--- src/rtl/timer_consts.vh ---
// Register offsets, bit positions, reset values and timing counts of the timer block
`ifndef TIMER_CONSTS_VH
`define TIMER_CONSTS_VH
// Printed register indices; byte address is four times the index
`define IDX_TIMER_CONTROL 8'h12
`define IDX_TIMER_STATUS 8'h13
`define IDX_CAPTURE_ONE_HIGH 8'h14
`define IDX_CAPTURE_ONE_LOW 8'h15
`define IDX_COMPARE_ONE_HIGH 8'h16
`define IDX_COMPARE_ONE_LOW 8'h17
`define IDX_COUNTER_HIGH 8'h18
`define IDX_COUNTER_LOW 8'h19
`define IDX_ALT_COUNTER_HIGH 8'h1A
`define IDX_ALT_COUNTER_LOW 8'h1B
`define IDX_CAPTURE_TWO_HIGH 8'h1C
`define IDX_CAPTURE_TWO_LOW 8'h1D
`define IDX_COMPARE_TWO_HIGH 8'h1E
`define IDX_COMPARE_TWO_LOW 8'h1F
// Control bit positions
`define CTL_CAPTURE_IRQ_ENABLE 7
`define CTL_COMPARE_IRQ_ENABLE 6
`define CTL_OVERFLOW_IRQ_ENABLE 5
`define CTL_FORCE_COMPARE_TWO 4
`define CTL_FORCE_COMPARE_ONE 3
`define CTL_OUT_LEVEL_TWO 2
`define CTL_CAPTURE_ONE_EDGE_SELECT 1
`define CTL_OUT_LEVEL_ONE 0
// Status bit positions
`define STS_CAPTURE_ONE_FLAG 7
`define STS_COMPARE_ONE_FLAG 6
`define STS_OVERFLOW_FLAG 5
`define STS_CAPTURE_TWO_FLAG 4
`define STS_COMPARE_TWO_FLAG 3
// Flag index in the internal flag vector
`define FLAG_COMPARE_TWO 0
`define FLAG_CAPTURE_TWO 1
`define FLAG_OVERFLOW 2
`define FLAG_COMPARE_ONE 3
`define FLAG_CAPTURE_ONE 4
// Reset values
`define CONTROL_RESET 8'h00
`define COUNTER_RESET 16'hFFFC
// Prescaler: counter advances once every this many bus clocks
`define PRESCALE_CYCLES 4
`define PRESCALE_LAST 2'h3
`endif

--- src/rtl/timer_control_status_capture.v ---
// Timer control, status flags, counter, compares and capture registers behind APB
//
// Behaviour
// - Capture irq enable lets either capture flag request the timer interrupt.
// - Compare irq enable lets either compare flag request the timer interrupt.
// - Overflow irq enable lets the overflow flag request the timer interrupt.
// - Force bits read zero; writing one copies out level to pin, flag untouched.
// - Out level two is loaded into the compare two pin at a match.
// - Out level one is loaded into the compare one pin at a match.
// - Capture one triggers on rising edge when edge select is one, else falling.
// - Capture two triggers on falling edges only.
// - Status is read-only with five flags at bits 7 down to 3.
// - Flags clear by status read, then access of the flag's data register.
// - Capture one flag sets on edge; cleared by status then capture one low read.
// - Compare one flag sets on match; cleared by status then compare one low access.
// - Overflow flag sets on wrap; cleared by status then counter low read.
// - Capture two flag sets on falling edge; cleared via capture two low read.
// - Compare two flag sets on match; cleared via compare two low access.
// - Capture one register latches the counter; high and low bytes.
// - Captured value is one more than the counter before the transition.
// - Capture happens on every edge not blocked by a high byte read, whether the flag is set or not.
// - Reading capture one high blocks transfers until the low byte is read.
// - Reading only capture one low does not block transfers.
// - Reset leaves the capture registers unchanged.
// - Counter advances once every four bus clocks.
// - Counter resets to FFFC; a write to counter low (or the alternate low) reloads FFFC.
`timescale 1ns/1ps
`include "timer_consts.vh"
module timer_control_status_capture
(
	// APB
	input wire pclk,
	input wire presetn,
	input wire psel,
	input wire penable,
	input wire pwrite,
	input wire [11:0] paddr,
	input wire [31:0] pwdata,
	output reg [31:0] prdata,
	output reg pready,
	output reg pslverr,
	// Pins
	input wire capture_one_pin,
	input wire capture_two_pin,
	output reg compare_one_pin,
	output reg compare_two_pin,
	// Interrupt request
	output reg timer_irq
);
	reg [7:0] timer_control;
	reg [4:0] flags;
	reg [4:0] armed;
	reg [15:0] counter;
	reg [1:0] prescale;
	reg [15:0] capture_one_register;
	reg [15:0] capture_two_register;
	reg [15:0] compare_one;
	reg [15:0] compare_two;
	reg capture_one_block;
	reg capture_two_block;
	reg compare_one_block;
	reg compare_two_block;
	reg [7:0] counter_buffer;
	reg counter_buffered;
	reg [4:0] next_flags;
	reg [31:0] next_rdata;
	reg next_slverr;
	wire [9:0] idx;
	wire aligned;
	wire acc;
	wire rd;
	wire wr;
	wire tick;
	wire wrap;
	wire capture_one_edge;
	wire capture_two_edge;
	wire match_one;
	wire match_two;
	wire [4:0] event_set;
	wire [4:0] data_access;
	wire [7:0] status_byte;
	wire status_setup;

	assign idx = paddr[11:2];
	assign aligned = (paddr[1:0] == 2'h0) && (idx[9:8] == 2'h0);
	// Access phase completes in the first access cycle (pready high)
	assign acc = psel & penable & pready;
	assign rd = acc & ~pwrite;
	assign wr = acc & pwrite;
	// Arm from the same flag values that the status read returns
	assign status_setup = psel & ~penable & ~pwrite & aligned & (idx[7:0] == `IDX_TIMER_STATUS);
	assign tick = (prescale == `PRESCALE_LAST);
	assign wrap = tick & (counter == 16'hFFFF);

	edge_detect u_edge_one
	(
		.pclk(pclk),
		.presetn(presetn),
		.pin(capture_one_pin),
		.rising_sel(timer_control[`CTL_CAPTURE_ONE_EDGE_SELECT]),
		.edge_seen(capture_one_edge)
	);

	edge_detect u_edge_two
	(
		.pclk(pclk),
		.presetn(presetn),
		.pin(capture_two_pin),
		.rising_sel(1'b0),
		.edge_seen(capture_two_edge)
	);

	// Compare is checked once per count, suppressed while a high byte write is pending
	assign match_one = tick & ~compare_one_block & (compare_one == counter + 16'h0001);
	assign match_two = tick & ~compare_two_block & (compare_two == counter + 16'h0001);

	assign event_set[`FLAG_CAPTURE_ONE] = capture_one_edge;
	assign event_set[`FLAG_COMPARE_ONE] = match_one;
	assign event_set[`FLAG_OVERFLOW] = wrap;
	assign event_set[`FLAG_CAPTURE_TWO] = capture_two_edge;
	assign event_set[`FLAG_COMPARE_TWO] = match_two;

	assign data_access[`FLAG_CAPTURE_ONE] = rd && idx[7:0] == `IDX_CAPTURE_ONE_LOW;
	assign data_access[`FLAG_COMPARE_ONE] = acc && idx[7:0] == `IDX_COMPARE_ONE_LOW;
	assign data_access[`FLAG_OVERFLOW] = rd && idx[7:0] == `IDX_COUNTER_LOW;
	assign data_access[`FLAG_CAPTURE_TWO] = rd && idx[7:0] == `IDX_CAPTURE_TWO_LOW;
	assign data_access[`FLAG_COMPARE_TWO] = acc && idx[7:0] == `IDX_COMPARE_TWO_LOW;

	assign status_byte = {flags[`FLAG_CAPTURE_ONE], flags[`FLAG_COMPARE_ONE],
		flags[`FLAG_OVERFLOW], flags[`FLAG_CAPTURE_TWO], flags[`FLAG_COMPARE_TWO], 3'h0};

	// Flag update: set wins over a clear in the same cycle
	genvar g;
	generate
		for (g = 0; g < 5; g = g + 1)
		begin : g_flag
			always @*
			begin
				next_flags[g] = flags[g];
				if (aligned && data_access[g] && armed[g])
					next_flags[g] = 1'b0;
				if (event_set[g])
					next_flags[g] = 1'b1;
			end
			always @(posedge pclk or negedge presetn)
			begin
				if (!presetn)
					armed[g] <= 1'b0;
				else if (event_set[g])
					armed[g] <= 1'b0;
				else if (status_setup)
					armed[g] <= flags[g];
				else if (aligned && data_access[g])
					armed[g] <= 1'b0;
			end
		end
	endgenerate

	always @(posedge pclk or negedge presetn)
	begin
		if (!presetn)
			flags <= 5'h00;
		else
			flags <= next_flags;
	end

	// Prescaler and counter
	always @(posedge pclk or negedge presetn)
	begin
		if (!presetn)
		begin
			prescale <= 2'h0;
			counter <= `COUNTER_RESET;
		end
		else if (wr && aligned && (idx[7:0] == `IDX_COUNTER_LOW || idx[7:0] == `IDX_ALT_COUNTER_LOW))
		begin
			prescale <= 2'h0;
			counter <= `COUNTER_RESET;
		end
		else
		begin
			prescale <= prescale + 2'h1;
			if (tick)
				counter <= counter + 16'h0001;
		end
	end

	// Capture registers have no reset
	always @(posedge pclk)
	begin
		if (capture_one_edge && !capture_one_block)
			capture_one_register <= counter + 16'h0001;
		if (capture_two_edge && !capture_two_block)
			capture_two_register <= counter + 16'h0001;
	end

	// Compare registers are storage with no reset
	always @(posedge pclk)
	begin
		if (wr && aligned)
		begin
			if (idx[7:0] == `IDX_COMPARE_ONE_HIGH)
				compare_one[15:8] <= pwdata[7:0];
			if (idx[7:0] == `IDX_COMPARE_ONE_LOW)
				compare_one[7:0] <= pwdata[7:0];
			if (idx[7:0] == `IDX_COMPARE_TWO_HIGH)
				compare_two[15:8] <= pwdata[7:0];
			if (idx[7:0] == `IDX_COMPARE_TWO_LOW)
				compare_two[7:0] <= pwdata[7:0];
		end
	end

	// High byte interlocks
	always @(posedge pclk or negedge presetn)
	begin
		if (!presetn)
		begin
			capture_one_block <= 1'b0;
			capture_two_block <= 1'b0;
			compare_one_block <= 1'b0;
			compare_two_block <= 1'b0;
			counter_buffered <= 1'b0;
			counter_buffer <= 8'h00;
		end
		else if (acc && aligned)
		begin
			if (rd && idx[7:0] == `IDX_CAPTURE_ONE_HIGH)
				capture_one_block <= 1'b1;
			if (rd && idx[7:0] == `IDX_CAPTURE_ONE_LOW)
				capture_one_block <= 1'b0;
			if (rd && idx[7:0] == `IDX_CAPTURE_TWO_HIGH)
				capture_two_block <= 1'b1;
			if (rd && idx[7:0] == `IDX_CAPTURE_TWO_LOW)
				capture_two_block <= 1'b0;
			if (wr && idx[7:0] == `IDX_COMPARE_ONE_HIGH)
				compare_one_block <= 1'b1;
			if (wr && idx[7:0] == `IDX_COMPARE_ONE_LOW)
				compare_one_block <= 1'b0;
			if (wr && idx[7:0] == `IDX_COMPARE_TWO_HIGH)
				compare_two_block <= 1'b1;
			if (wr && idx[7:0] == `IDX_COMPARE_TWO_LOW)
				compare_two_block <= 1'b0;
			if (rd && !counter_buffered &&
				(idx[7:0] == `IDX_COUNTER_HIGH || idx[7:0] == `IDX_ALT_COUNTER_HIGH))
			begin
				counter_buffered <= 1'b1;
				counter_buffer <= counter[7:0];
			end
			if (idx[7:0] == `IDX_COUNTER_LOW || idx[7:0] == `IDX_ALT_COUNTER_LOW)
				counter_buffered <= 1'b0;
		end
	end

	// Control register and compare pins
	always @(posedge pclk or negedge presetn)
	begin
		if (!presetn)
		begin
			timer_control <= `CONTROL_RESET;
			compare_one_pin <= 1'b0;
			compare_two_pin <= 1'b0;
		end
		else
		begin
			if (wr && aligned && idx[7:0] == `IDX_TIMER_CONTROL)
			begin
				// Force bits are never stored
				timer_control <= pwdata[7:0] & 8'hE7;
				if (pwdata[`CTL_FORCE_COMPARE_ONE])
					compare_one_pin <= pwdata[`CTL_OUT_LEVEL_ONE];
				if (pwdata[`CTL_FORCE_COMPARE_TWO])
					compare_two_pin <= pwdata[`CTL_OUT_LEVEL_TWO];
			end
			if (match_one)
				compare_one_pin <= timer_control[`CTL_OUT_LEVEL_ONE];
			if (match_two)
				compare_two_pin <= timer_control[`CTL_OUT_LEVEL_TWO];
		end
	end

	// Interrupt request
	always @(posedge pclk or negedge presetn)
	begin
		if (!presetn)
			timer_irq <= 1'b0;
		else
			timer_irq <= (timer_control[`CTL_CAPTURE_IRQ_ENABLE] &
				(next_flags[`FLAG_CAPTURE_ONE] | next_flags[`FLAG_CAPTURE_TWO])) |
				(timer_control[`CTL_COMPARE_IRQ_ENABLE] &
				(next_flags[`FLAG_COMPARE_ONE] | next_flags[`FLAG_COMPARE_TWO])) |
				(timer_control[`CTL_OVERFLOW_IRQ_ENABLE] & next_flags[`FLAG_OVERFLOW]);
	end

	// Read mux
	always @*
	begin
		next_rdata = 32'h0000_0000;
		next_slverr = 1'b0;
		if (!aligned)
			next_slverr = 1'b1;
		else
		begin
			case (idx[7:0])
				`IDX_TIMER_CONTROL: next_rdata[7:0] = timer_control;
				`IDX_TIMER_STATUS: next_rdata[7:0] = status_byte;
				`IDX_CAPTURE_ONE_HIGH: next_rdata[7:0] = capture_one_register[15:8];
				`IDX_CAPTURE_ONE_LOW: next_rdata[7:0] = capture_one_register[7:0];
				`IDX_COMPARE_ONE_HIGH: next_rdata[7:0] = compare_one[15:8];
				`IDX_COMPARE_ONE_LOW: next_rdata[7:0] = compare_one[7:0];
				`IDX_COUNTER_HIGH: next_rdata[7:0] = counter[15:8];
				`IDX_ALT_COUNTER_HIGH: next_rdata[7:0] = counter[15:8];
				`IDX_COUNTER_LOW: next_rdata[7:0] = counter_buffered ? counter_buffer : counter[7:0];
				`IDX_ALT_COUNTER_LOW: next_rdata[7:0] = counter_buffered ? counter_buffer : counter[7:0];
				`IDX_CAPTURE_TWO_HIGH: next_rdata[7:0] = capture_two_register[15:8];
				`IDX_CAPTURE_TWO_LOW: next_rdata[7:0] = capture_two_register[7:0];
				`IDX_COMPARE_TWO_HIGH: next_rdata[7:0] = compare_two[15:8];
				`IDX_COMPARE_TWO_LOW: next_rdata[7:0] = compare_two[7:0];
				default: next_slverr = 1'b1;
			endcase
		end
	end

	// APB answer: pready rises in the access phase, one cycle after setup
	always @(posedge pclk or negedge presetn)
	begin
		if (!presetn)
		begin
			pready <= 1'b0;
			prdata <= 32'h0000_0000;
			pslverr <= 1'b0;
		end
		else if (psel && !penable)
		begin
			pready <= 1'b1;
			prdata <= pwrite ? 32'h0000_0000 : next_rdata;
			pslverr <= next_slverr;
		end
		else
		begin
			pready <= 1'b0;
			pslverr <= 1'b0;
		end
	end
endmodule // timer_control_status_capture

--- src/rtl/edge_detect.v ---
// Edge detector for one capture pin with selectable polarity
`timescale 1ns/1ps
module edge_detect
(
	// Clock and reset
	input wire pclk,
	input wire presetn,
	// Pin and polarity
	input wire pin,
	input wire rising_sel,
	// Event
	output wire edge_seen
);
	reg last;
	always @(posedge pclk or negedge presetn)
	begin
		if (!presetn)
			last <= 1'b1;
		else
			last <= pin;
	end
	assign edge_seen = rising_sel ? (pin & ~last) : (~pin & last);
endmodule // edge_detect

--- config.mk ---
export PLATFORM = sky130hd
export DESIGN_NAME = timer_control_status_capture
export DESIGN_NICKNAME = d
export VERILOG_FILES = /design/src/rtl/timer_control_status_capture.v /design/src/rtl/edge_detect.v
export VERILOG_INCLUDE_DIRS = /design/src /design/src/rtl
export SDC_FILE = /design/constraint.sdc
export NUM_CORES = 1
export LEC_CHECK = 0
export ABC_AREA = 0
export BUFFER_PORTS_ARGS = -buffer_cell sky130_fd_sc_hd__buf_2
export CAP_MARGIN = 20
export CORE_MARGIN = 8
export CORE_UTILIZATION = 55
export DETAILED_ROUTE_END_ITERATION = 7
export PLACE_DENSITY = 0.76
export RECOVER_POWER = 25
export SLEW_MARGIN = 5
export SYNTH_ARGS = -nofsm -noshare
export SYNTH_HDL_FRONTEND = slang
export SYNTH_SLANG_ARGS = --single-unit
--- constraint.sdc ---
create_clock -name pclk -period 3.3 [get_ports pclk]
set_input_delay 0.495 -clock pclk [delete_from_list [all_inputs] [get_ports pclk]]
set_output_delay 0.495 -clock pclk [all_outputs]
set_load 0.1 [all_outputs]
* Word-level counts from Yosys, hierarchy flattened
Index checks and enable logic that the tools add are counted.
** Storage, ports and cells
- Input port bits :: 51
- Bits in registers :: 150
- Word-level logic and storage cells :: 201
- Output and inout port bits :: 37
** Operators by class
- Eq/ne operators :: 18
- Reductions and logical operators :: 69
- Mux-type cells :: 53
- Add/subtract/negate cells :: 2
- Bitwise logic cells :: 30
** Operators by type and width (count)
- $eq A8 B5 Y1 const B :: 14
- $pmux W8 S12 :: 1
- $mux W1 :: 46
- $eq A16 B16 Y1 :: 2
- $mux W16 :: 2
- $logic_and A1 B1 Y1 :: 31
- $mux W8 :: 3
- $reduce_and A2 Y1 :: 12
- $reduce_bool A2 Y1 :: 10
- $and A1 B1 Y1 :: 19
- $add A16 B1 Y16 const B :: 1
- $eq A16 B16 Y1 const B :: 1
- $reduce_bool A3 Y1 :: 5
- $reduce_or A14 Y1 :: 1
- $not A1 Y1 :: 7
- $logic_not A1 Y1 :: 4
- $logic_not A2 Y1 :: 2
- $or A1 B1 Y1 :: 4
- $reduce_or A2 Y1 :: 2
- $add A2 B1 Y2 const B :: 1
- $eq A2 B2 Y1 const B :: 1
- $logic_or A1 B1 Y1 :: 2
- $mux W2 :: 1

* Longest topological paths before layout
Gate-level depths: netlist (run 1).
- Depth after elaboration :: 12
- Depth in mapped cells :: 10
- Gate-level depth less buffers :: 9

* By module
Synthesis (run 1) repeated with hierarchy kept, for this count alone.
** Second synthesis, totals
- Cells, all modules :: 621
- Area total of the unflattened synthesis :: 6952.9 um^2
** By module, submodules not included
- timer_control_status_capture :: times used 1, area an instance 6855.3 um^2, cells each 613, seq. area each 3440.8 um^2
- edge_detect :: times used 2, area an instance 48.8 um^2, cells each 4, seq. area each 26.3 um^2

* Least setup slack after synthesis (run 1)
OpenSTA, ideal clock, no wires.
- Path type :: register -> register
- Start :: register pready
- End :: register compare_one[10] (enable)
- Library setup time :: 0.386 ns
- Data arrival time :: 2.396 ns
- Data required time :: 2.914 ns
- Path buffers :: 0
- Cell stages (with the launch flop) :: 5
- Setup slack :: 0.518 ns
- Cells stage by stage :: dfrtp_1 > nand3_1 > nor2_4 > nand2_1 > nor3_1
** Between the ends
- Cells in the longest elaborated chain, start to end :: 4
** RTL lines
- start, declared :: RTL line timer_control_status_capture.v:40 : output reg pready,
- start signal, assigned :: RTL line timer_control_status_capture.v:328 : pready <= 1'b0;
- start signal, assigned :: RTL line timer_control_status_capture.v:334 : pready <= 1'b1;
- start signal, assigned :: RTL line timer_control_status_capture.v:340 : pready <= 1'b0;
- $and A1 B1 Y1 :: RTL line timer_control_status_capture.v:87 : assign acc = psel & penable & pready;
- $and A1 B1 Y1 :: RTL line timer_control_status_capture.v:89 : assign wr = acc & pwrite;
- $logic_and A1 B1 Y1 :: RTL line timer_control_status_capture.v:200 : if (wr && aligned)
- $reduce_and A2 Y1 (no line)
- end signal, assigned :: RTL line timer_control_status_capture.v:203 : compare_one[15:8] <= pwdata[7:0];
- end, declared :: RTL line timer_control_status_capture.v:57 : reg [15:0] compare_one;
No other way between the ends.
A chain may end at the register's enable or synchronous reset.

* Final worst setup path (run 1)
- Start :: register counter[5]
- End :: register compare_one_pin
** Between the ends
- Cells in the longest elaborated chain, start to end :: 5
** RTL lines
- start, declared :: RTL line timer_control_status_capture.v:53 : reg [15:0] counter;
- start signal, assigned :: RTL line timer_control_status_capture.v:173 : counter <= `COUNTER_RESET;
- start signal, assigned :: RTL line timer_control_status_capture.v:178 : counter <= `COUNTER_RESET;
- start signal, assigned :: RTL line timer_control_status_capture.v:184 : counter <= counter + 16'h0001;
- $add A16 B1 Y16 * :: RTL line timer_control_status_capture.v:114 : assign match_one = tick & ~compare_one_block & (compare_one == counter + 16'h0001);
- $eq A16 B16 Y1 * :: RTL line timer_control_status_capture.v:114
- $and A1 B1 Y1 * :: RTL line timer_control_status_capture.v:114
- $reduce_bool A2 Y1 (no line)
- $reduce_and A2 Y1 (no line)
- end signal, assigned :: RTL line timer_control_status_capture.v:270 : compare_one_pin <= pwdata[`CTL_OUT_LEVEL_ONE];
- end signal, assigned :: RTL line timer_control_status_capture.v:275 : compare_one_pin <= timer_control[`CTL_OUT_LEVEL_ONE];
- end, declared :: RTL line timer_control_status_capture.v:45 : output reg compare_one_pin,
Mark *: on every way between the ends. The rest lies on a longest branch, timed or not.

==> results.py, run 1 <==
metrics = {
    "clock_network": {
        "clk_pin_slew_ns": 0.06,
        "cts_tree": "built",
        "clockBufferDepth": 2,
        "clock-sinks": 126,
        "cts_root_buf": "clkbuf_16",
        "cts_buffers": 17,
        "h-tree-depth": 4,
        "ctsHoldBuffers": 0,
        "clock_latency_ns": 0.42,
    },
    "layout": {
        "antenna_cells": 0,
        "syn2layout_area_growth_pct": 16.0,
        "nets": 746,
        "layout_commonest_cell": "edfxtp_1",
        "fill_cells": 995,
        "finalNonFillerCells": 878,
        "final_cell_mix": "edfxtp_1, nand2_1, dfrtp_1",
        "layout-drive-gt1-share_pct": 22.2,
    },
    "logic_synthesis": {
        "synth_ff_type": "edfxtp_1",
        "synth_cell_types": 73,
        "synth_top_cell_area_share_pct": 27.8,
        "synthArstFlopShare_pct": 49.2,
        "synth_top_cell_by_area": "edfxtp_1",
        "synth-seq-cells": 126,
        "synth_edf_count": 64,
        "avgSynthCellArea_um2": 11.0,
        "syn_area_um2": 6900,
        "synth_cells": 627,
        "synth-seq-area-share_pct": 50.6,
        "synthTopCellsByArea": "edfxtp_1, dfrtp_1, dfstp_2",
        "synth_warnings": 0,
    },
    "sta": {
        "tns_ns": 0,
        "finalCriticalPeriod_ns": 3.19,
        "clock_skew_ns": 0.0109,
        "maxSlewHeadroom_pct": -52.0,
        "tightest_slew_ns": 2.28,
        "setup_viol": 0,
        "final-hold-violation-count": 0,
        "maxSlewViolCount": 37,
        "fin_crit_sh_pct": 96.5,
        "fmax_ghz": 0.314,
        "rsz0062_at_grt": "false",
    },
    "grt": {
        "grt_pass1_vias": 5271,
        "use_met3_pct": 8.24,
        "grtUsageMet1_pct": 31.1,
        "antenna_found_initial": 0,
        "grt-ovfl-total": 0,
        "grt.busiest_layer": "met2",
        "grtUsageMet2_pct": 40.1,
        "grt_max_degree": 37,
        "grt_pass1_wl_um": 30600,
        "grt_usage_pct": 25.2,
    },
    "critical_path": {
        "cp.arrival_ns": 3.49,
        "worst_setup_path_start_kind": "flip-flop",
        "worstPathMaxFanout": 12,
        "critPathRequiredTime_ns": 3.61,
        "path_class": "reg -> reg",
        "endpoint_kind": "flip-flop",
        "critPathMaxStageDelay_ns": 0.65,
        "cp_slowest_cell": "or4_1",
        "path_cells": "nand4_4, or4_1, xnor2_1, a2111oi_1, nand4_1, nor4_4, mux2_1",
    },
    "power_and_ir_drop": {
        "vdd_drop_max_uv": 426,
        "p_comb_share_pct": 14.8,
        "switchingPower_uw": 1270,
        "p_clk_share_pct": 45.2,
        "sw_frac_of_total_pct": 28.7,
        "p_int_uw": 3150,
        "pwr_density_cell_nw_per_um2": 551,
        "power_leakage_uw": 0.00323,
        "p_seq_share_pct": 39.9,
    },
    "die": {
        "die_height_um": 128,
        "io_pins": 88,
        "start_util_pct": 55.6,
        "placementRows": 41,
        "design.die.area_um2": 16400,
        "core_area_um2": 12400,
        "die-width_um": 128,
    },
    "placement": {
        "dp_hpwl_um": 14700,
        "io_buffers": 39,
        "place.gp.congestion": 0.952,
        "dp_cells": 843,
    },
    "min_path": {
        "holdCritPathClass": "in -> reg",
    },
    "run_status": {
        "outcome": "finished, violations left",
        "violations": "max-capacitance violations, max-slew violations",
    },
    "flow_run": {
        "maxCapViolCount": 1,
    },
    "routing": {
        "initialDrtViolationCount": 749,
        "final_antenna_net_count": 0,
        "wl_per_cell_um": 22.7,
        "vias_per_cell": 6.08,
        "drc_errors": 0,
        "routed_wl_um": 19900,
        "dr_total_vias": 5341,
        "first_pass_iters": 6,
    },
}
[metrics by stage]
| step | hold WS (ns) | power, µW | util [%] | instance area [µm²] | setup slack [ns] |
|---|---|---|---|---|---|
| 2_1_floorplan | 0.199 | 2220 | - | 6990 | 0.518 |
| 4_1_cts | 0.171 | 4420 | 64.4 | 8000 | 0.0914 |
| 6_report | 0.179 | 4410 | 64.5 | 8010 | 0.115 |
| 3_3_place_gp | 0.424 | 2410 | 59.3 | 7360 | 0.217 |
| 5_1_grt | 0.173 | 4530 | 64.5 | 8010 | 0.0437 |
| 3_5_place_dp | 0.437 | 2430 | 59.3 | 7360 | 0.147 |
[layer usage]
layer,up-vias,part of all wire (%)
li1,2389,-
met1,2591,38
met2,316,47
met3,45,12
met4,0,2.4
met5,-,0
[final timing paths]
path                            cells past startpoint             from  slack [ns]              end
min in group asynchronous                           1          presetn        0.76      prescale[1]
worst max-delay path                                7       counter[5]        0.11  compare_one_pin
worst min-delay path                                1  capture_one_pin        0.18  u_edge_one.last
worst max register to register                      7       counter[5]        0.11  compare_one_pin
max in group asynchronous                           2          presetn        1.15       counter[4]
worst min register to register                      1      prescale[0]        0.44      prescale[0]
[worst max-delay path, delay by kind of cell (launching register included)]
| kind | cells | cell delay [ns] |
|---|---|---|
| multiplexers | 1 | 0.36 |
| flip-flops | 1 | 0.61 |
| AO/OA/AOI/OAI | 1 | 0.32 |
| AND/OR/NAND/NOR | 4 | 1.59 |
| XOR/XNOR | 1 | 0.18 |
[power by group through the flow]
stage,Clock [µW],Combinational [µW],Sequential [µW]
2_1_floorplan,0,417,1800
3_3_place_gp,0,624,1790
3_5_place_dp,0,633,1790
4_1_cts,2020,636,1760
5_1_grt,2080,677,1770
6_report,2000,654,1760
[registers in the layout, indices dropped and copies added, names as in the netlist, 2 cells and up]
name / count
capture_one_register: 16
timer_control: 6
compare_one: 16
counter: 16
compare_two: 16
armed: 5
prescale: 2
flags: 5
capture_two_register: 16
counter_buffer: 8
prdata: 8
[cell usage after synthesis (3+ instances only)]
master,n
edfxtp_1,64
nand2_1,55
dfrtp_1,46
nor2_1,41
xnor2_1,32
nand3_1,29
buf_4,27
o21ai_0,24
a21oi_1,22
inv_1,22
clkbuf_1,21
xor2_1,21
mux2i_1,19
dfstp_2,16
mux2_2,14
a22oi_1,10
nand2b_1,10
nand4_1,10
nor3_1,9
nor2b_1,7
and2_1,6
and3_1,6
o211ai_1,6
or4_1,6
buf_2,5
mux4_2,5
o22ai_1,5
a221oi_1,4
a31oi_1,4
nor4_1,4
nor4_4,4
o31ai_1,4
or3_1,4
a32oi_1,3
and4_1,3
buf_1,3
nand3b_1,3
o2111ai_1,3
or2_2,3
[cells by family after synthesis]
family,after synthesis,share of synthesized area [%]
and+or+nand+nor,217,18.3
DFF,126,50.6
AOI/OAI and AO/OA,108,10.5
buffers and inverters,79,5.96
xor gates and xnor gates,55,7.38
muxes,39,6.83
adders and majority gates,2,0.362
other,1,0.0543
[timing repair]
| action | in CTS | in global routing |
|---|---|---|
| buffers inserted | 0 | 3 |
| setup endpoints to repair | 0 | 2 |
| gates resized for setup | 0 | 1 |
[layout make-up]
cell class / instances / area [µm²] / share of cell area [%]
multi-input combinational: 445 / 3090 / 38.5
clock inverter: 13 / 161 / 2.01
inverter: 22 / 82.6 / 1.03
sequential: 126 / 3490 / 43.6
tap: 172 / 215 / 2.69
timing repair buffer: 81 / 497 / 6.20
clock buffer: 19 / 475 / 5.94
Power figures use the tool's default switching activity.
==> run 2, diff against run 1 <==
Settings changed: CELL_PAD_IN_SITES_DETAIL_PLACEMENT set to 1, CELL_PAD_IN_SITES_GLOBAL_PLACEMENT set to 1, CORE_UTILIZATION 55 to 46, PLACE_DENSITY 0.76 to 0.8.
==> run 2 against run 1 <==
The run still ends with max-capacitance violations, max-slew violations left. Clock power shrank 5%. Global-route usage shrank 1.2 points. First-iteration DRC count shrank 13%. Sequential power is essentially flat. Highest routed layer unchanged. Combinational power grew 4.6%. Largest cell class unchanged.
==> results.py, run 2 (synthesis gave the netlist of run 1 again) <==
metrics = {
    "grt": {
        "grt_pass1_wl_um": 35600,
        "antenna_found_initial": 0,
        "grt_pass1_vias": 5834,
        "grt_usage_pct": 24.1,
        "grt-ovfl-total": 0,
        "grt_max_degree": 63,
    },
    "placement": {
        "pre_cts_ws_ns": 0.193,
        "place.gp.congestion": 0.910,
        "io_buffers": 39,
        "dp_hpwl_um": 16700,
    },
    "routing": {
        "first_pass_iters": 5,
        "initialDrtViolationCount": 651,
        "wl_per_cell_um": 26.0,
        "routed_wl_um": 23100,
        "drc_errors": 0,
        "dr_total_vias": 5569,
        "final_antenna_net_count": 0,
        "vias_per_cell": 6.28,
    },
    "sta": {
        "final-hold-violation-count": 0,
        "tns_ns": 0,
        "finalCriticalPeriod_ns": 3.23,
        "fmax_ghz": 0.309,
        "clock_skew_ns": 0.00836,
        "maxSlewViolCount": 63,
        "tightest_slew_ns": 1.65,
        "rsz0062_at_grt": "false",
        "setup_viol": 0,
        "fin_crit_sh_pct": 97.9,
        "maxSlewHeadroom_pct": -10.2,
        "worst_slack_ns": 0.0690,
    },
    "run_status": {
        "outcome": "finished, violations left",
        "violations": "max-capacitance violations, max-slew violations",
    },
    "die": {
        "placementRows": 44,
        "die-width_um": 139,
        "core_area_um2": 14600,
        "die_height_um": 139,
        "io_pins": 88,
        "start_util_pct": 47.3,
        "design.die.area_um2": 19200,
    },
    "layout": {
        "fill_cells": 1560,
        "layout-drive-gt1-share_pct": 21.8,
        "syn2layout_area_growth_pct": 15.4,
        "antenna_cells": 0,
        "post-route-util_pct": 54.6,
        "final_cell_mix": "edfxtp_1, nand2_1, dfrtp_1",
        "nets": 743,
        "layout_commonest_cell": "edfxtp_1",
    },
    "clock_network": {
        "postCtsSetupBuffers": 0,
        "clock-sinks": 126,
        "cts_root_buf": "clkbuf_16",
        "cts_tree": "built",
        "h-tree-depth": 4,
        "cts_buffers": 17,
        "clockBufferDepth": 2,
        "clk_pin_slew_ns": 0.06,
        "clock_latency_ns": 0.43,
        "ctsHoldBuffers": 0,
    },
    "min_path": {
        "holdCritPathClass": "in -> reg",
    },
    "critical_path": {
        "cp.arrival_ns": 3.55,
        "endpoint_kind": "flip-flop",
        "worstPathMaxFanout": 9,
        "critPathRequiredTime_ns": 3.62,
        "worst_setup_path_start_kind": "flip-flop",
        "path_class": "reg -> reg",
    },
    "flow_run": {
        "maxCapViolCount": 1,
    },
    "power_and_ir_drop": {
        "power_leakage_uw": 0.00319,
        "power_uw": 4360,
        "pwr_density_cell_nw_per_um2": 547,
        "vdd_drop_max_uv": 368,
    },
}
run 2: critical path: stages, from the launching register on:
cell and delay [ns]:
dfstp_2 0.67, nand2_1 0.21, o31ai_1 0.42, o32ai_1 0.20, or4_1 0.59, nor4_2 0.38, and2_1 0.28, mux2_2 0.35
run 2: final timing paths:
check	startpoint	endpoint	slack, ns	cells past startpoint
max	counter[8]	compare_two_pin	0.07	7
min	capture_one_pin	u_edge_one.last	0.16	1
max reg2reg	counter[8]	compare_two_pin	0.07	7
min reg2reg	prescale[0]	prescale[0]	0.43	1
max in group asynchronous	presetn	timer_control[2]	1.73	2
min in group asynchronous	presetn	prescale[0]	0.57	2
run 2: power breakdown:
| part | leakage [µW] | switching (µW) | internal [µW] |
|---|---|---|---|
| Combinational | 0.00155 | 501 | 182 |
| Sequential | 0.00135 | 27.7 | 1740 |
| Clock | 0.000287 | 763 | 1140 |
run 2: layer usage:
metal	global-route usage, %	up-vias	wire length [µm]
met5	0	-	0
met4	10.7	0	869
met3	7.43	69	2090
met2	38.8	283	11300
met1	29.1	2843	8860
li1	-	2374	-
run 2: repair_timing:
| item | in CTS | in global routing |
|---|---|---|
| endpoints found under the hold margin | 0 | 0 |
| gates resized for setup | 0 | 1 |
| endpoints found under the setup margin | 0 | 1 |
run 2: cell type report:
| cell class | instances | area, µm² | area share (%) |
|---|---|---|---|
| clock inverters | 14 | 160 | 2.01 |
| inverters | 22 | 82.6 | 1.04 |
| well taps | 184 | 230 | 2.89 |
| flip-flops and latches | 126 | 3490 | 43.9 |
| clock buffers | 18 | 439 | 5.52 |
| multi-input cells | 445 | 3090 | 38.7 |
| repair buffers | 78 | 472 | 5.92 |
run 2: per-stage QoR:
step	area (µm²)	hold slack [ns]	std cells
6_report	7960	0.165	887
3_3_place_gp	7380	0.422	855
2_1_floorplan	6990	0.199	650
5_1_grt	7960	0.166	887
3_5_place_dp	7380	0.434	855
4_1_cts	7980	0.169	887
==> run 3, diff against run 2 <==
Settings changed: PLACE_DENSITY 0.8 to 0.83.
==> run 3 against run 2 <==
The run ends with max-capacitance violations, max-slew violations, negative setup slack left. Critical path depth up 2. First-iteration DRC count grew 13%. Non-clock buffer count rose by 5. Hold slack improved by 0.0042 ns. Total power increased by 2.4%. Sequential share of layout area decreased by 0.50 points. Global-route usage up 1.2 points. Worst setup slack worse by 0.12 ns. Clock skew increased by 0.0012 ns. Core utilization grew 0.63 points. Critical path type unchanged.
==> results.py, run 3 (synthesis gave the netlist of run 1 again) <==
metrics = {
    "placement": {
        "pre_cts_ws_ns": 0.228,
        "dp_hpwl_um": 16700,
        "place_area_um2": 7390,
        "io_buffers": 39,
        "place.gp.congestion": 0.921,
    },
    "critical_path": {
        "worst_setup_path_start_kind": "flip-flop",
        "cp.arrival_ns": 3.67,
        "worstPathMaxFanout": 9,
        "critPathRequiredTime_ns": 3.62,
        "critPathMaxStageDelay_ns": 0.62,
        "endpoint_kind": "flip-flop",
        "path_class": "reg -> reg",
        "cp_slowest_cell": "dfstp_2",
        "path_cells": "nand4_4, buf_4, nor4_4, buf_4, xnor2_1, a221oi_1, nand4_1, nor4_4, mux2_1",
    },
    "run_status": {
        "outcome": "finished, violations left",
        "violations": "max-capacitance violations, max-slew violations, negative setup slack",
    },
    "clock_network": {
        "clk_pin_slew_ns": 0.06,
        "ctsHoldBuffers": 0,
        "cts_buffers": 17,
        "clock-sinks": 126,
        "clock_latency_ns": 0.44,
        "clockBufferDepth": 2,
        "cts_tree": "built",
        "cts_root_buf": "clkbuf_16",
        "h-tree-depth": 4,
    },
    "layout": {
        "antenna_cells": 0,
        "fill_cells": 1535,
        "syn2layout_area_growth_pct": 16.7,
        "layout-drive-gt1-share_pct": 22.9,
        "layout_commonest_cell": "edfxtp_1",
        "final_cell_mix": "edfxtp_1, nand2_1, dfrtp_1",
        "final_cell_area_um2": 8060,
        "nets": 748,
    },
    "routing": {
        "routed_wl_um": 24700,
        "wl_per_cell_um": 27.6,
        "final_antenna_net_count": 0,
        "vias_per_cell": 6.52,
        "first_pass_iters": 6,
        "initialDrtViolationCount": 734,
        "drc_errors": 0,
        "dr_total_vias": 5815,
    },
    "die": {
        "die-width_um": 139,
        "placementRows": 44,
        "die_height_um": 139,
        "core_area_um2": 14600,
        "start_util_pct": 47.3,
        "io_pins": 88,
        "design.die.area_um2": 19200,
    },
    "power_and_ir_drop": {
        "p_clk_share_pct": 44.6,
        "p_comb_share_pct": 15.8,
        "power_uw": 4460,
        "vdd_drop_max_uv": 567,
        "sw_frac_of_total_pct": 29.9,
        "power_leakage_uw": 0.00322,
        "p_int_uw": 3130,
        "switchingPower_uw": 1330,
        "p_seq_share_pct": 39.6,
        "pwr_density_cell_nw_per_um2": 554,
    },
    "grt": {
        "grt-ovfl-total": 0,
        "grt_max_degree": 33,
        "antenna_found_initial": 0,
        "grt_pass1_vias": 6112,
        "grt_usage_pct": 25.3,
        "grt_pass1_wl_um": 37000,
    },
    "sta": {
        "setup_viol": 1,
        "final-hold-violation-count": 0,
        "clock_skew_ns": 0.00957,
        "finalCriticalPeriod_ns": 3.35,
        "worst_slack_ns": -0.0465,
        "fmax_ghz": 0.299,
        "tightest_slew_ns": 2.05,
        "fin_crit_sh_pct": 101,
        "maxSlewViolCount": 33,
        "maxSlewHeadroom_pct": -36.6,
        "whs_ns": 0.169,
    },
    "flow_run": {
        "maxCapViolCount": 1,
    },
    "min_path": {
        "holdCritPathClass": "in -> reg",
    },
}
==> run 3: power by group through the flow <==
stage / Sequential [µW] / Combinational [µW] / Clock (µW)
finish: 1770 / 704 / 1990
global route: 1770 / 727 / 2060
CTS: 1770 / 672 / 1990
detailed placement: 1790 / 653 / 0
global placement: 1790 / 629 / 0
floorplan: 1800 / 417 / 0
==> run 3: final timing paths <==
path	start	to	slack, ns	depth (start not counted)
worst min-delay path	capture_one_pin	u_edge_one.last	0.17	1
max in group asynchronous	presetn	timer_control[0]	1.20	2
worst max-delay path	counter[5]	compare_one_pin	-0.05	9
worst max register to register	counter[5]	compare_one_pin	-0.05	9
min in group asynchronous	presetn	counter_buffer[7]	0.65	1
worst min register to register	prescale[0]	prescale[0]	0.44	1
==> run 3: final cells by class <==
| type | count | area, µm² | share of cell area, % |
|---|---|---|---|
| tap | 184 | 230 | 2.86 |
| timing repair buffer | 83 | 520 | 6.46 |
| inverter | 22 | 82.6 | 1.03 |
| clock buffer | 18 | 429 | 5.33 |
| clock inverter | 14 | 185 | 2.30 |
| sequential | 126 | 3490 | 43.4 |
| multi-input combinational | 445 | 3110 | 38.7 |
==> run 3: what timing repair did <==
item,4_1_cts,5_1_grt
gates resized for setup,0,7
setup buffers,0,4
setup endpoints to repair,0,1
==> run 3: stage by stage <==
| stage | TNS [ns] | instances | util [%] |
|---|---|---|---|
| 2_1_floorplan | 0 | 650 | - |
| 3_3_place_gp | 0 | 856 | 50.6 |
| 3_5_place_dp | 0 | 856 | 50.6 |
| 4_1_cts | 0 | 888 | 54.8 |
| 5_1_grt | -0.148 | 892 | 55.2 |
| 6_report | -0.0465 | 892 | 55.2 |
==> run 3: critical path, delay by kind of cell (launching register included) <==
kind	cells	cell delay (ns)
AND/OR/NAND/NOR	4	1.30
buffers and inverters	2	0.45
XOR/XNOR	1	0.10
multiplexers	1	0.36
AO/OA/AOI/OAI	1	0.39
flip-flops	1	0.62
==> run 3: layer usage <==
layer | up-vias | global-route usage (%) | part of all wire (%)
met1 | 2924 | 28.9 | 36
met5 | - | 0 | 0
met2 | 408 | 41.4 | 48
met4 | 0 | 14.2 | 5.4
met3 | 98 | 7.71 | 9.7
li1 | 2385 | - | -
